File: src/logic/pos_rx_pkg.sv
// constants and register map of the receive packet-over-sonet frame unit
// assumes an apb master and a byte stream with overhead positions flagged
// Contract
// - overhead bytes never reach the descrambler or the frame delineation.
// - optional self-synchronous x^43+1 descrambler ahead of delineation and destuffing.
// - frames are found on flag 0x7E; flags between packets are fill.
// - escape 0x7D is deleted and the next byte is xored with 0x20.
// - fcs over the whole destuffed frame, selectable 16-bit or 32-bit crc.
// - first received fcs bit is the highest-order polynomial coefficient.
// - packets failing fcs carry an error mark; the system discards them.
// - fifo full during a packet marks it errored and drops its remainder.
// - after overflow, writing resumes at next packet start with fill below restart level.
// - packet below minimum length is written but marked errored.
// - stripping on: too short for fcs plus one byte is dropped, counted minimum.
// - stripping off: one byte or more is written, still counted minimum.
// - packet above maximum length is errored; bytes past the maximum are dropped.
// - saturating 16-bit counters: fcs, minimum, maximum and aborted packets.
// - saturating 24-bit counter of error-free packets.
// - latch copies counters to holds and restarts live counts at 0 or 1.
// - fifo keeps read and write pointers and shows packet and byte availability.
// - fifo overrun gives a status bit and a maskable interrupt.
// - reading an empty fifo raises the underrun interrupt; reception goes on.
// - each system read carries a read-valid telling good data from bad.
package pos_rx_pkg;
  localparam int DEPTH = 256;
  localparam int CNT_N = 5;
  localparam int C_FCS = 0;
  localparam int C_MIN = 1;
  localparam int C_MAX = 2;
  localparam int C_ABT = 3;
  localparam int C_GOOD = 4;
  localparam logic [4:0][23:0] CNT_SAT = {24'hFFFFFF, {4{24'h00FFFF}}};
  localparam logic [7:0] A_CTRL = 8'h00;
  localparam logic [7:0] A_RIL = 8'h04;
  localparam logic [7:0] A_MIN = 8'h08;
  localparam logic [7:0] A_MAX = 8'h0C;
  localparam logic [7:0] A_STAT = 8'h10;
  localparam logic [7:0] A_MASK = 8'h14;
  localparam logic [7:0] A_LATCH = 8'h18;
  localparam logic [7:0] A_HOLD0 = 8'h1C;
  localparam int B_DESCR = 0;
  localparam int B_CRC32 = 1;
  localparam int B_STRIP = 2;
  localparam int B_OVR = 0;
  localparam int B_UDR = 1;
  localparam logic [2:0] CTRL_RST = 3'h7;
  localparam logic [7:0] RIL_RST = 8'h80;
  localparam logic [7:0] MIN_RST = 8'h04;
  localparam logic [15:0] MAX_RST = 16'h0600;
  localparam logic [7:0] FLAG_B = 8'h7E;
  localparam logic [7:0] ESC_B = 8'h7D;
  localparam logic [7:0] XMASK = 8'h20;
  localparam logic [15:0] P16 = 16'h8408;
  localparam logic [15:0] G16 = 16'hF0B8;
  localparam logic [31:0] P32 = 32'hEDB88320;
  localparam logic [31:0] G32 = 32'hDEBB20E3;
endpackage

File: src/logic/pos_rx_frame_unit.sv
// receive packet-over-sonet frame unit: descramble, delineate, destuff,
// fcs check, length policing, receive fifo and performance counters
// assumes payload bytes on i_clk with overhead positions flagged, apb master
`timescale 1ns/10ps
module pos_rx_frame_unit (
  // clock and reset
  input wire logic i_clk,
  input wire logic i_sys_rst,
  // apb slave
  input wire logic i_psel,
  input wire logic i_penable,
  input wire logic i_pwrite,
  input wire logic [7:0] i_paddr,
  input wire logic [31:0] i_pwdata,
  output logic [31:0] o_prdata,
  output logic o_pready,
  output logic o_pslverr,
  // line byte stream
  input wire logic [7:0] i_rx_byte,
  input wire logic i_rx_byte_valid,
  input wire logic i_rx_overhead,
  // system read side
  input wire logic i_sys_read,
  output logic [7:0] o_rd_data,
  output logic o_rd_eop,
  output logic o_rd_err,
  output logic o_rx_read_valid,
  output logic o_pkt_avail,
  output logic o_byte_avail,
  // interrupt levels
  output logic o_fifo_overrun_irq,
  output logic o_fifo_underrun_irq
);
  typedef enum logic [1:0] {ST_HUNT, ST_IN, ST_DROP} frm_st_t;

  frm_st_t st_q;
  logic [2:0] ctrl_q;
  logic [7:0] ril_q, min_q;
  logic [15:0] max_q;
  logic [1:0] stat_q, mask_q;
  logic [42:0] scr_q, scr_d;
  logic [7:0] dsc, b1_q;
  logic v1_q;
  logic esc_q, maxerr_q, wrote_q, ovf_q;
  logic [15:0] len_q;
  logic [31:0] crc_q;
  logic [7:0] dl_q [4];
  logic [9:0] mem_q [pos_rx_pkg::DEPTH];
  logic [7:0] wp_q, rp_q;
  logic [8:0] cnt_q;
  logic [8:0] pkt_q;
  logic [23:0] live_q [pos_rx_pkg::CNT_N];
  logic [23:0] hold_q [pos_rx_pkg::CNT_N];
  logic [pos_rx_pkg::CNT_N-1:0] ev;
  logic pready_q, pslverr_q;
  logic [31:0] prdata_q;

  function automatic logic [50:0] descr(input logic [42:0] h, input logic [7:0] d);
    logic [42:0] s;
    logic [7:0] o;
    s = h;
    o = 8'h00;
    for (int i = 7; i >= 0; i--) begin
      o[i] = d[i] ^ s[42];
      s = {s[41:0], d[i]};
    end
    return {s, o};
  endfunction

  // lsb-first shifting makes the first fcs bit the top coefficient
  function automatic logic [31:0] crc_upd(input logic [31:0] c, input logic [7:0] d,
                                          input logic w32);
    logic [31:0] r;
    logic fb;
    r = c;
    for (int i = 0; i < 8; i++) begin
      fb = r[0] ^ d[i];
      if (w32) begin
        r = {1'b0, r[31:1]} ^ (fb ? pos_rx_pkg::P32 : 32'h0);
      end else begin
        r = {17'h0, r[15:1]} ^ (fb ? {16'h0, pos_rx_pkg::P16} : 32'h0);
      end
    end
    return r;
  endfunction

  wire descr_en = ctrl_q[pos_rx_pkg::B_DESCR];
  wire w32 = ctrl_q[pos_rx_pkg::B_CRC32];
  wire strip = ctrl_q[pos_rx_pkg::B_STRIP];
  wire in_byte = i_rx_byte_valid && !i_rx_overhead;

  always_comb begin
    {scr_d, dsc} = descr(scr_q, i_rx_byte);
  end

  always_ff @(posedge i_clk or posedge i_sys_rst) begin
    if (i_sys_rst) begin
      scr_q <= '0;
      b1_q <= 8'h00;
      v1_q <= 1'b0;
    end else begin
      v1_q <= in_byte;
      if (in_byte) begin
        scr_q <= scr_d;
        b1_q <= descr_en ? dsc : i_rx_byte;
      end
    end
  end

  // frame decode on the descrambled byte
  wire in_frm = v1_q && st_q == ST_IN;
  wire flag_ev = v1_q && b1_q == pos_rx_pkg::FLAG_B;
  wire abort_ev = in_frm && esc_q && flag_ev;
  wire end_ev = in_frm && !esc_q && flag_ev && len_q != 16'h0000;
  wire esc_ev = in_frm && !esc_q && b1_q == pos_rx_pkg::ESC_B;
  wire data_ev = in_frm && !flag_ev && !esc_ev;
  wire [7:0] dbyte = esc_q ? b1_q ^ pos_rx_pkg::XMASK : b1_q;
  wire [15:0] fcs_n = w32 ? 16'h0004 : 16'h0002;
  wire crc_ok = w32 ? crc_q == pos_rx_pkg::G32 : crc_q[15:0] == pos_rx_pkg::G16;
  wire mal = len_q < fcs_n + 16'h0001;
  wire min_bad = len_q < {8'h00, min_q};
  wire fcs_bad = !crc_ok;
  wire wr_full = cnt_q >= 9'(pos_rx_pkg::DEPTH - 1);
  // with stripping on, fcs bytes lag in a delay line so they never reach the fifo
  wire dat_want = data_ev && len_q < max_q && (!strip || len_q >= fcs_n);
  wire [7:0] wbyte = !strip ? dbyte : (w32 ? dl_q[3] : dl_q[1]);
  wire ovf_ev = dat_want && wr_full;
  wire trl_ev = (end_ev && !(strip && mal)) || (abort_ev && wrote_q) || ovf_ev;
  wire trl_err = ovf_ev || abort_ev || fcs_bad || min_bad || mal || maxerr_q;
  wire wr_en = (dat_want && !wr_full) || trl_ev;
  wire [9:0] wr_word = trl_ev ? {1'b1, trl_err, 8'h00} : {2'b00, wbyte};
  // a frame may only open with the reserved trailer slot still free
  wire resume_ok = cnt_q < 9'(pos_rx_pkg::DEPTH - 1) && (!ovf_q || cnt_q < {1'b0, ril_q});

  always_ff @(posedge i_clk or posedge i_sys_rst) begin
    if (i_sys_rst) begin
      st_q <= ST_HUNT;
      ovf_q <= 1'b0;
    end else if (ovf_ev) begin
      st_q <= ST_DROP;
      ovf_q <= 1'b1;
    end else if (flag_ev) begin
      st_q <= resume_ok ? ST_IN : ST_DROP;
      if (resume_ok) begin
        ovf_q <= 1'b0;
      end
    end
  end

  always_ff @(posedge i_clk or posedge i_sys_rst) begin
    if (i_sys_rst) begin
      esc_q <= 1'b0;
      len_q <= 16'h0000;
      crc_q <= 32'hFFFFFFFF;
      maxerr_q <= 1'b0;
      wrote_q <= 1'b0;
    end else if (flag_ev) begin
      esc_q <= 1'b0;
      len_q <= 16'h0000;
      crc_q <= w32 ? 32'hFFFFFFFF : 32'h0000FFFF;
      maxerr_q <= 1'b0;
      wrote_q <= 1'b0;
    end else if (esc_ev) begin
      esc_q <= 1'b1;
    end else if (data_ev) begin
      esc_q <= 1'b0;
      if (len_q != 16'hFFFF) begin
        len_q <= len_q + 16'h0001;
      end
      crc_q <= crc_upd(crc_q, dbyte, w32);
      if (len_q >= max_q) begin
        maxerr_q <= 1'b1;
      end
      if (wr_en) begin
        wrote_q <= 1'b1;
      end
    end
  end

  always_ff @(posedge i_clk or posedge i_sys_rst) begin
    if (i_sys_rst) begin
      for (int i = 0; i < 4; i++) begin
        dl_q[i] <= 8'h00;
      end
    end else if (data_ev) begin
      dl_q[0] <= dbyte;
      for (int i = 1; i < 4; i++) begin
        dl_q[i] <= dl_q[i-1];
      end
    end
  end

  // receive fifo; one slot is kept back so an error trailer always fits
  wire rd_ok = i_sys_read && cnt_q != 9'h000;
  wire [9:0] rd_word = mem_q[rp_q];

  always_ff @(posedge i_clk) begin
    if (wr_en) begin
      mem_q[wp_q] <= wr_word;
    end
  end

  always_ff @(posedge i_clk or posedge i_sys_rst) begin
    if (i_sys_rst) begin
      wp_q <= 8'h00;
      rp_q <= 8'h00;
      cnt_q <= 9'h000;
      pkt_q <= 9'h000;
    end else begin
      wp_q <= wp_q + {7'h00, wr_en};
      rp_q <= rp_q + {7'h00, rd_ok};
      cnt_q <= cnt_q + {8'h00, wr_en} - {8'h00, rd_ok};
      pkt_q <= pkt_q + {8'h00, trl_ev} - {8'h00, rd_ok && rd_word[9]};
    end
  end

  always_ff @(posedge i_clk or posedge i_sys_rst) begin
    if (i_sys_rst) begin
      o_rd_data <= 8'h00;
      o_rd_eop <= 1'b0;
      o_rd_err <= 1'b0;
      o_rx_read_valid <= 1'b0;
      o_pkt_avail <= 1'b0;
      o_byte_avail <= 1'b0;
    end else begin
      o_rx_read_valid <= rd_ok;
      if (rd_ok) begin
        o_rd_data <= rd_word[7:0];
        o_rd_eop <= rd_word[9];
        o_rd_err <= rd_word[8];
      end
      o_pkt_avail <= pkt_q != 9'h000;
      o_byte_avail <= cnt_q != 9'h000;
    end
  end

  // performance counters; latch strobe comes from the apb write
  wire acc = i_psel && i_penable;
  wire done = acc && pready_q;
  wire latch_ev = done && i_pwrite && i_paddr == pos_rx_pkg::A_LATCH;

  always_comb begin
    ev = '0;
    ev[pos_rx_pkg::C_FCS] = end_ev && !mal && fcs_bad;
    ev[pos_rx_pkg::C_MIN] = end_ev && (min_bad || mal);
    ev[pos_rx_pkg::C_MAX] = end_ev && maxerr_q;
    ev[pos_rx_pkg::C_ABT] = abort_ev;
    ev[pos_rx_pkg::C_GOOD] = end_ev && !(fcs_bad || min_bad || mal || maxerr_q);
  end

  for (genvar g = 0; g < pos_rx_pkg::CNT_N; g++) begin : g_cnt
    always_ff @(posedge i_clk or posedge i_sys_rst) begin
      if (i_sys_rst) begin
        live_q[g] <= 24'h000000;
        hold_q[g] <= 24'h000000;
      end else if (latch_ev) begin
        hold_q[g] <= live_q[g];
        live_q[g] <= {23'h0, ev[g]};
      end else if (ev[g] && live_q[g] != pos_rx_pkg::CNT_SAT[g]) begin
        live_q[g] <= live_q[g] + 24'h000001;
      end
    end
  end

  // apb slave: one wait state so read data leaves a flop
  wire [7:0] hidx = i_paddr - pos_rx_pkg::A_HOLD0;
  wire hold_hit = i_paddr >= pos_rx_pkg::A_HOLD0 && hidx[7:2] < 6'(pos_rx_pkg::CNT_N)
                  && hidx[1:0] == 2'h0;
  logic [31:0] rdat;
  logic hit;

  always_comb begin
    rdat = 32'h00000000;
    hit = 1'b1;
    unique case (i_paddr)
      pos_rx_pkg::A_CTRL: rdat = {29'h0, ctrl_q};
      pos_rx_pkg::A_RIL: rdat = {24'h0, ril_q};
      pos_rx_pkg::A_MIN: rdat = {24'h0, min_q};
      pos_rx_pkg::A_MAX: rdat = {16'h0, max_q};
      pos_rx_pkg::A_STAT: rdat = {30'h0, stat_q};
      pos_rx_pkg::A_MASK: rdat = {30'h0, mask_q};
      pos_rx_pkg::A_LATCH: rdat = 32'h00000000;
      default: begin
        hit = hold_hit;
        rdat = hold_hit ? {8'h00, hold_q[hidx[4:2]]} : 32'h00000000;
      end
    endcase
  end

  always_ff @(posedge i_clk or posedge i_sys_rst) begin
    if (i_sys_rst) begin
      pready_q <= 1'b0;
      pslverr_q <= 1'b0;
      prdata_q <= 32'h00000000;
    end else begin
      pready_q <= acc && !pready_q;
      if (acc && !pready_q) begin
        prdata_q <= i_pwrite ? 32'h00000000 : rdat;
        pslverr_q <= !hit;
      end
    end
  end

  assign o_prdata = prdata_q;
  assign o_pready = pready_q;
  assign o_pslverr = pslverr_q;

  wire wr_reg = done && i_pwrite;
  wire udr_ev = i_sys_read && cnt_q == 9'h000;

  always_ff @(posedge i_clk or posedge i_sys_rst) begin
    if (i_sys_rst) begin
      ctrl_q <= pos_rx_pkg::CTRL_RST;
      ril_q <= pos_rx_pkg::RIL_RST;
      min_q <= pos_rx_pkg::MIN_RST;
      max_q <= pos_rx_pkg::MAX_RST;
      mask_q <= 2'h0;
    end else if (wr_reg) begin
      if (i_paddr == pos_rx_pkg::A_CTRL) ctrl_q <= i_pwdata[2:0];
      if (i_paddr == pos_rx_pkg::A_RIL) ril_q <= i_pwdata[7:0];
      if (i_paddr == pos_rx_pkg::A_MIN) min_q <= i_pwdata[7:0];
      if (i_paddr == pos_rx_pkg::A_MAX) max_q <= i_pwdata[15:0];
      if (i_paddr == pos_rx_pkg::A_MASK) mask_q <= i_pwdata[1:0];
    end
  end

  // sticky status, write one to clear; a new event beats the clear
  wire [1:0] clr = (wr_reg && i_paddr == pos_rx_pkg::A_STAT) ? i_pwdata[1:0] : 2'h0;
  wire [1:0] set = {udr_ev, ovf_ev};

  always_ff @(posedge i_clk or posedge i_sys_rst) begin
    if (i_sys_rst) begin
      stat_q <= 2'h0;
      o_fifo_overrun_irq <= 1'b0;
      o_fifo_underrun_irq <= 1'b0;
    end else begin
      stat_q <= (stat_q & ~clr) | set;
      o_fifo_overrun_irq <= stat_q[pos_rx_pkg::B_OVR] && mask_q[pos_rx_pkg::B_OVR];
      o_fifo_underrun_irq <= stat_q[pos_rx_pkg::B_UDR] && mask_q[pos_rx_pkg::B_UDR];
    end
  end
endmodule

File: config.mk
export PLATFORM = sky130hd
export DESIGN_NAME = pos_rx_frame_unit
export DESIGN_NICKNAME = d
export VERILOG_FILES = /design/src/logic/pos_rx_pkg.sv /design/src/logic/pos_rx_frame_unit.sv
export SDC_FILE = /design/constraint.sdc
export NUM_CORES = 2
export LEC_CHECK = 0
export BUFFER_PORTS_ARGS = -buffer_cell sky130_fd_sc_hd__buf_2
export CELL_PAD_IN_SITES_DETAIL_PLACEMENT = 0
export CELL_PAD_IN_SITES_GLOBAL_PLACEMENT = 1
export CORE_ASPECT_RATIO = 0.7
export CORE_MARGIN = 2
export CORE_UTILIZATION = 55
export DETAILED_ROUTE_END_ITERATION = 8
export GPL_ROUTABILITY_DRIVEN = 0
export PLACE_DENSITY = 0.83
export SLEW_MARGIN = 20
export SYNTH_ARGS = -nofsm -noshare
export SYNTH_HDL_FRONTEND = slang
export SYNTH_SLANG_ARGS = --single-unit
File: constraint.sdc
create_clock -name i_clk -period 20.4 [get_ports i_clk]
set_input_delay 2.04 -clock i_clk [delete_from_list [all_inputs] [get_ports i_clk]]
set_output_delay 2.04 -clock i_clk [all_outputs]
set_load 0.02 [all_outputs]
# Yosys cells after proc, flatten, opt, wreduce, memory -nomap -nowiden
# Memory sizes are Yosys's and may differ from the RTL's.
# Cells that the tools add are included.
# op_classes
n_reduce_logical,98
muxes,97
n_div,0
n_lt_le_gt_ge,11
shift,0
n_eq_ne,18
multipliers,0
n_bitwise,37
add_sub_neg,14
# ops
operator,n
$mux W32,42
$mux W24,13
$xor A31 B32 Y32,8
$mux W16,12
$pmux W24 S7,1
$xor A15 B16 Y16,8
$add A24 B1 Y24 const B,5
$ne A24 B16 Y1 const B,4
$bmux W24 S3,1
$logic_and A1 B1 Y1,42
$eq A32 B32 Y1 const B,1
$eq A8 B5 Y1 const B,3
$mux W8,3
$ne A24 B24 Y1 const B,1
$reduce_bool A2 Y1,11
$add A9 B1 Y9,2
$mux W1,18
$reduce_bool A9 Y1,2
$sub A9 B1 Y9,2
$add A16 B1 Y16 const B,1
$add A8 B1 Y8,2
$eq A16 B16 Y1 const B,1
$eq A8 B4 Y1 const B,2
$eq A8 B7 Y1 const B,2
37 further kinds,88
# totals
latchBits,0
output_inout_bits,49
inputBits,56
ram_bits,2560
n_memories,1
romBits,0
ff_bits,500
# memory_table
name,words,width,read_ports,rd_ports_with_merged_regs,wr,line_no,source
mem_q,256,10,1,0,1,pos_rx_frame_unit.sv:48,logic [9:0] mem_q [pos_rx_pkg::DEPTH];

# Depth between registers and ports, before layout
# depth
depth_word,58
mapped_depth,24

# Least setup slack after synthesis
# OpenSTA, ideal clock, no wires.
# synth_timing
path_type,flip-flop to flip-flop
from,reg len_q[7]
to,mem mem_q[0][5] (data pin)
stages_incl_launch_ff,10
t_arrival_ps,13717
setup_time_ps,2246
slack_ps,4437
t_required_ps,18154
cell_sequence,dfrtp_1 -> or4_1 -> or2_0 -> buf_2 -> nor4_4 -> a211oi_1 -> o21a_1 -> or2_2 -> buf_2 -> a211oi_1
# synth_between
elab_chain_cells,7
word_cells_on_any_way,15
classes_between,order compare: 3; mux: 1; reduce/logical: 11
# synth_lines
item,line_no,source
start: declaration,pos_rx_frame_unit.sv:45,logic [15:0] len_q;
start signal: assignment,pos_rx_frame_unit.sv:168,len_q <= len_q + 16'h0001;
$lt A16 B4 Y1,pos_rx_frame_unit.sv:120,wire mal = len_q < fcs_n + 16'h0001;
$logic_and A1 B1 Y1,pos_rx_frame_unit.sv:128,wire trl_ev = (end_ev && !(strip && mal)) || (abort_ev && wrote_q) || ovf_ev;
$logic_not A1 Y1,pos_rx_frame_unit.sv:128,
$logic_and A1 B1 Y1,pos_rx_frame_unit.sv:128,
$logic_or A1 B1 Y1,pos_rx_frame_unit.sv:128,
$logic_or A1 B1 Y1 (*),pos_rx_frame_unit.sv:128,
net trl_ev,pos_rx_frame_unit.sv:128,
$mux W10 (*),pos_rx_frame_unit.sv:131,"wire [9:0] wr_word = trl_ev ? {1'b1, trl_err, 8'h00} : {2'b00, wbyte};"
net wr_word[5],pos_rx_frame_unit.sv:131,
end: declaration,pos_rx_frame_unit.sv:48,
# Mark *: on every way through the listed nets, which the timed path passes. The rest lies on a longest branch.

# Worst setup path after layout
# layout_timing
from,reg rp_q[0]
to,reg pkt_q[8]
# layout_between
elab_chain_cells,3
# layout_lines
item,line_no,source
start: declaration,pos_rx_frame_unit.sv:49,"logic [7:0] wp_q, rp_q;"
start signal: assignment,pos_rx_frame_unit.sv:211,"rp_q <= rp_q + {7'h00, rd_ok};"
$mem_v2 Z256 W10,--,
$logic_and A1 B1 Y1,pos_rx_frame_unit.sv:213,"pkt_q <= pkt_q + {8'h00, trl_ev} - {8'h00, rd_ok && rd_word[9]};"
$sub A9 B1 Y9,pos_rx_frame_unit.sv:213,
end signal: assignment,pos_rx_frame_unit.sv:213,
end: declaration,pos_rx_frame_unit.sv:51,logic [8:0] pkt_q;
# Every way passes these cells.
# A chain may end at the register's enable or synchronous reset.

==> flow_summary.ini <==
[sta]
maxSlewViolCount = 0
finalSetupViolCount = 0
slew-limit-headroom = 0.110
fin_crit_ns = 8.57
rsz0062_at_grt = false
whs_ns = 0.460
skew_ns = 0.0773
clock.fmax_ghz = 0.117
worst_slew_pin_slew_ns = 1.33
hold_viol_final = 0
fin_crit_sh = 0.420
fin_tns_setup_ns = 0

[drt]
final_antenna_net_count = 0
vias = 68800
drt-total-wl_mm = 323
first_pass_iters = 8
drt-initial-drc-count = 10300
wl_per_cell_um = 30.9
drc = 0
vias_per_cell = 6.57

[logic_synthesis]
synth-seq-cells = 3052
ys_seq_area_frac = 0.723
syn_avg_cell_area_sq_um = 17.1
synth_top_area_cell = edfxtp_1
async_reset_ff_frac = 0.161
synth-xor-area-share = 0.0139
synth_most_common_cell = edfxtp_1
synth.mux.area_fraction = 0.135
synthCells = 7201
yosys.area.top_type_share = 0.623
synth-compound-area-share = 0.0433
yosys_warnings = 0
synth_fa_ha_area_frac = 0.00833
yosysUniqueCellTypes = 94
synth_ff_type = edfxtp_1
syn_area_sq_um = 123000
synth_top_family_by_area = multiplexers
synth_common_cells = edfxtp_1, nand2_1, mux4_2
synthTopCellsByArea = edfxtp_1, mux4_2, dfrtp_1, nand2_1, mux2i_1
synth_edf_count = 2560
yosys.area_share.simple = 0.0589

[layout]
ff_latch_area_sq_um = 89300
layout-drive-gt1-share = 0.195
finalNetCount = 7460
multi_input_area_sq_um = 32400
syn_to_final_growth_pct = 10.6
n_fill_cell = 15700

[floorplanning]
dieArea_sq_um = 228000
core_sq_um = 223000
initial_core_util = 0.553
die_height_um = 400
die_x_um = 570
rows = 145
ioPinCount = 105

[clock_network]
clockRootBuffer = clkbuf_16
worstSkewPairLatency_ns = 0.86
ctsHoldBuffers = 0
cts.repair.resized = 0
post-cts-setup-buffer-count = 0
cts_max_level = 5
tritoncts = done
numClockSinks = 3052
cts_buffers = 288
path_clk_slew_ns = 0.06
cts_buffer_depth = 4

[setup_path]
worstReg2RegStart = rp_q[0]$_DFF_PP0_
crit_fanout = 43
crit_start = rp_q[0]$_DFF_PP0_
crit_arrival_ns = 9.30
start_kind = flop
crit_path_end_kind = flop
cp.required_ns = 21.13
critPathKind = flop to flop
regToRegSetupSlack_ns = 11.83

[outcome]
outcome = finished, final reports clean

[global_routing]
grt_usage = 0.282
antenna_found_initial = 9
grt_pass1_wl_mm = 468
grt_max_degree = 213
gr-total-overflow = 0
grt_pass1_vias = 66100

[run]
drv_cap = 0

[power]
ir_worst_vdd_mv = 0.172
cellLeakagePower_nw = 48.0
p_per_area_nw_per_um2 = 123

[min_path]
min_from = scr_q[23]$_DFFE_PP0P_
hold_path.class = flop to flop

[placement]
hpwl_mm = 197
port_buffers = 80
## layout by cell type, fill, tap and decap left out, drive strengths merged, types with 14 or more instances in the layout
cell type and n:
edfxtp 2560, nand2 754, mux4 602, dfrtp 453, nor2 442, clkbuf 372, mux2i 235, buf 234
o21ai 226, a21oi 202, nand3 118, xnor2 111, inv 108, clkinv 91, xor2 83, ha 79
a22oi 72, mux2 64, or3 52, nand4 48, and3 43, a221oi 42, nor3 42, o221ai 39
dfstp 39, o22ai 32, a22o 30, nor4 30, o211ai 27, a211oi 27, a31oi 26, bufinv 21
and2 21, a21o 15, or4 14
## critical path, cell delays in order, from the launching register on
cell and delay [ns]:
dfrtp_4 0.86, buf_4 0.74, buf_4 0.83, buf_4 0.77, buf_4 0.74, mux4_2 0.59, nand2_1 0.08, nand2_1 0.05
a221oi_1 0.38, nor3_1 0.25, o311ai_0 0.46, nand2_1 0.40, ha_1 0.47, inv_1 0.04, ha_1 0.20, fa_1 0.44
a21oi_1 0.17, nor2_1 0.07, o21ai_0 0.15, a21oi_1 0.10, o21ai_0 0.16, a21oi_1 0.10, nor2_1 0.11, xnor2_1 0.12
## cell type report
cell class,count,area share
clock inverters,129,0.00929
well taps,2940,0.0269
clock buffers,372,0.0568
repair buffers,234,0.0129
multi-input cells,3647,0.237
flip-flops and latches,3052,0.654
inverters,100,0.00286
diodes,4,0.0000733
## state kept, by name (all words and copies together) (netlist names), 9 cells and up
register and cells:
crc_q 32, o_prdata 24, scr_q 43, mem_q 2560, dl_q 32, pkt_q 9, live_q 120, max_q 16
hold_q 120, len_q 16, cnt_q 9
## path summary, 6_finish.rpt
| kind | end | depth (start not counted) |
|---|---|---|
| hold / removal | scr_q[31]$_DFFE_PP0P_ | 2 |
| min in group asynchronous | live_q[69]$_DFFE_PP0P_ | 2 |
| max in group asynchronous | scr_q[6]$_DFFE_PP0P_ | 4 |
| setup reg to reg | pkt_q[8]$_DFF_PP0_ | 23 |
| hold reg to reg | scr_q[31]$_DFFE_PP0P_ | 2 |
| setup / recovery | pkt_q[8]$_DFF_PP0_ | 23 |
## per-layer routing
metal / GRT usage / share of wire / vias to the layer above
met1: 0.433 / 0.40 / 35500
met3: 0.0889 / 0.14 / 628
li1: - / - / 28400
met2: 0.389 / 0.43 / 4292
met5: 0 / 0.000099 / -
met4: 0.0798 / 0.030 / 4
## logic make-up (layout without fill, tap and decap cells)
kind of cell	after synthesis	in the layout
AOI/OAI and AO/OA	829	829
and+or+nand+nor	1634	1634
xor gates and xnor gates	194	194
other	1	12
adders and majority gates	81	81
muxes	901	901
DFF	3052	3052
buffers and inverters	509	835
## where the power goes
part | switching, W | internal [W] | leakage (nW)
clock | 0.00231 | 0.00296 | 4.38
sequential | 0.000163 | 0.00696 | 30.4
combinational | 0.00277 | 0.00161 | 13.2
## metrics by stage
step,worst slack (ns),cells,total power [W],cell area [sq um],utilization
3_5_place_dp,11.78,9968,0.0115,127000,0.570
3_3_place_gp,11.73,9968,0.0115,127000,0.570
6_report,11.83,10500,0.0168,137000,0.612
2_1_floorplan,4.44,7208,0.0101,124000,-
5_1_grt,11.10,10500,0.0172,137000,0.612
4_1_cts,11.72,10500,0.0167,136000,0.611
Note: power is estimated with default switching activity, not from simulation.
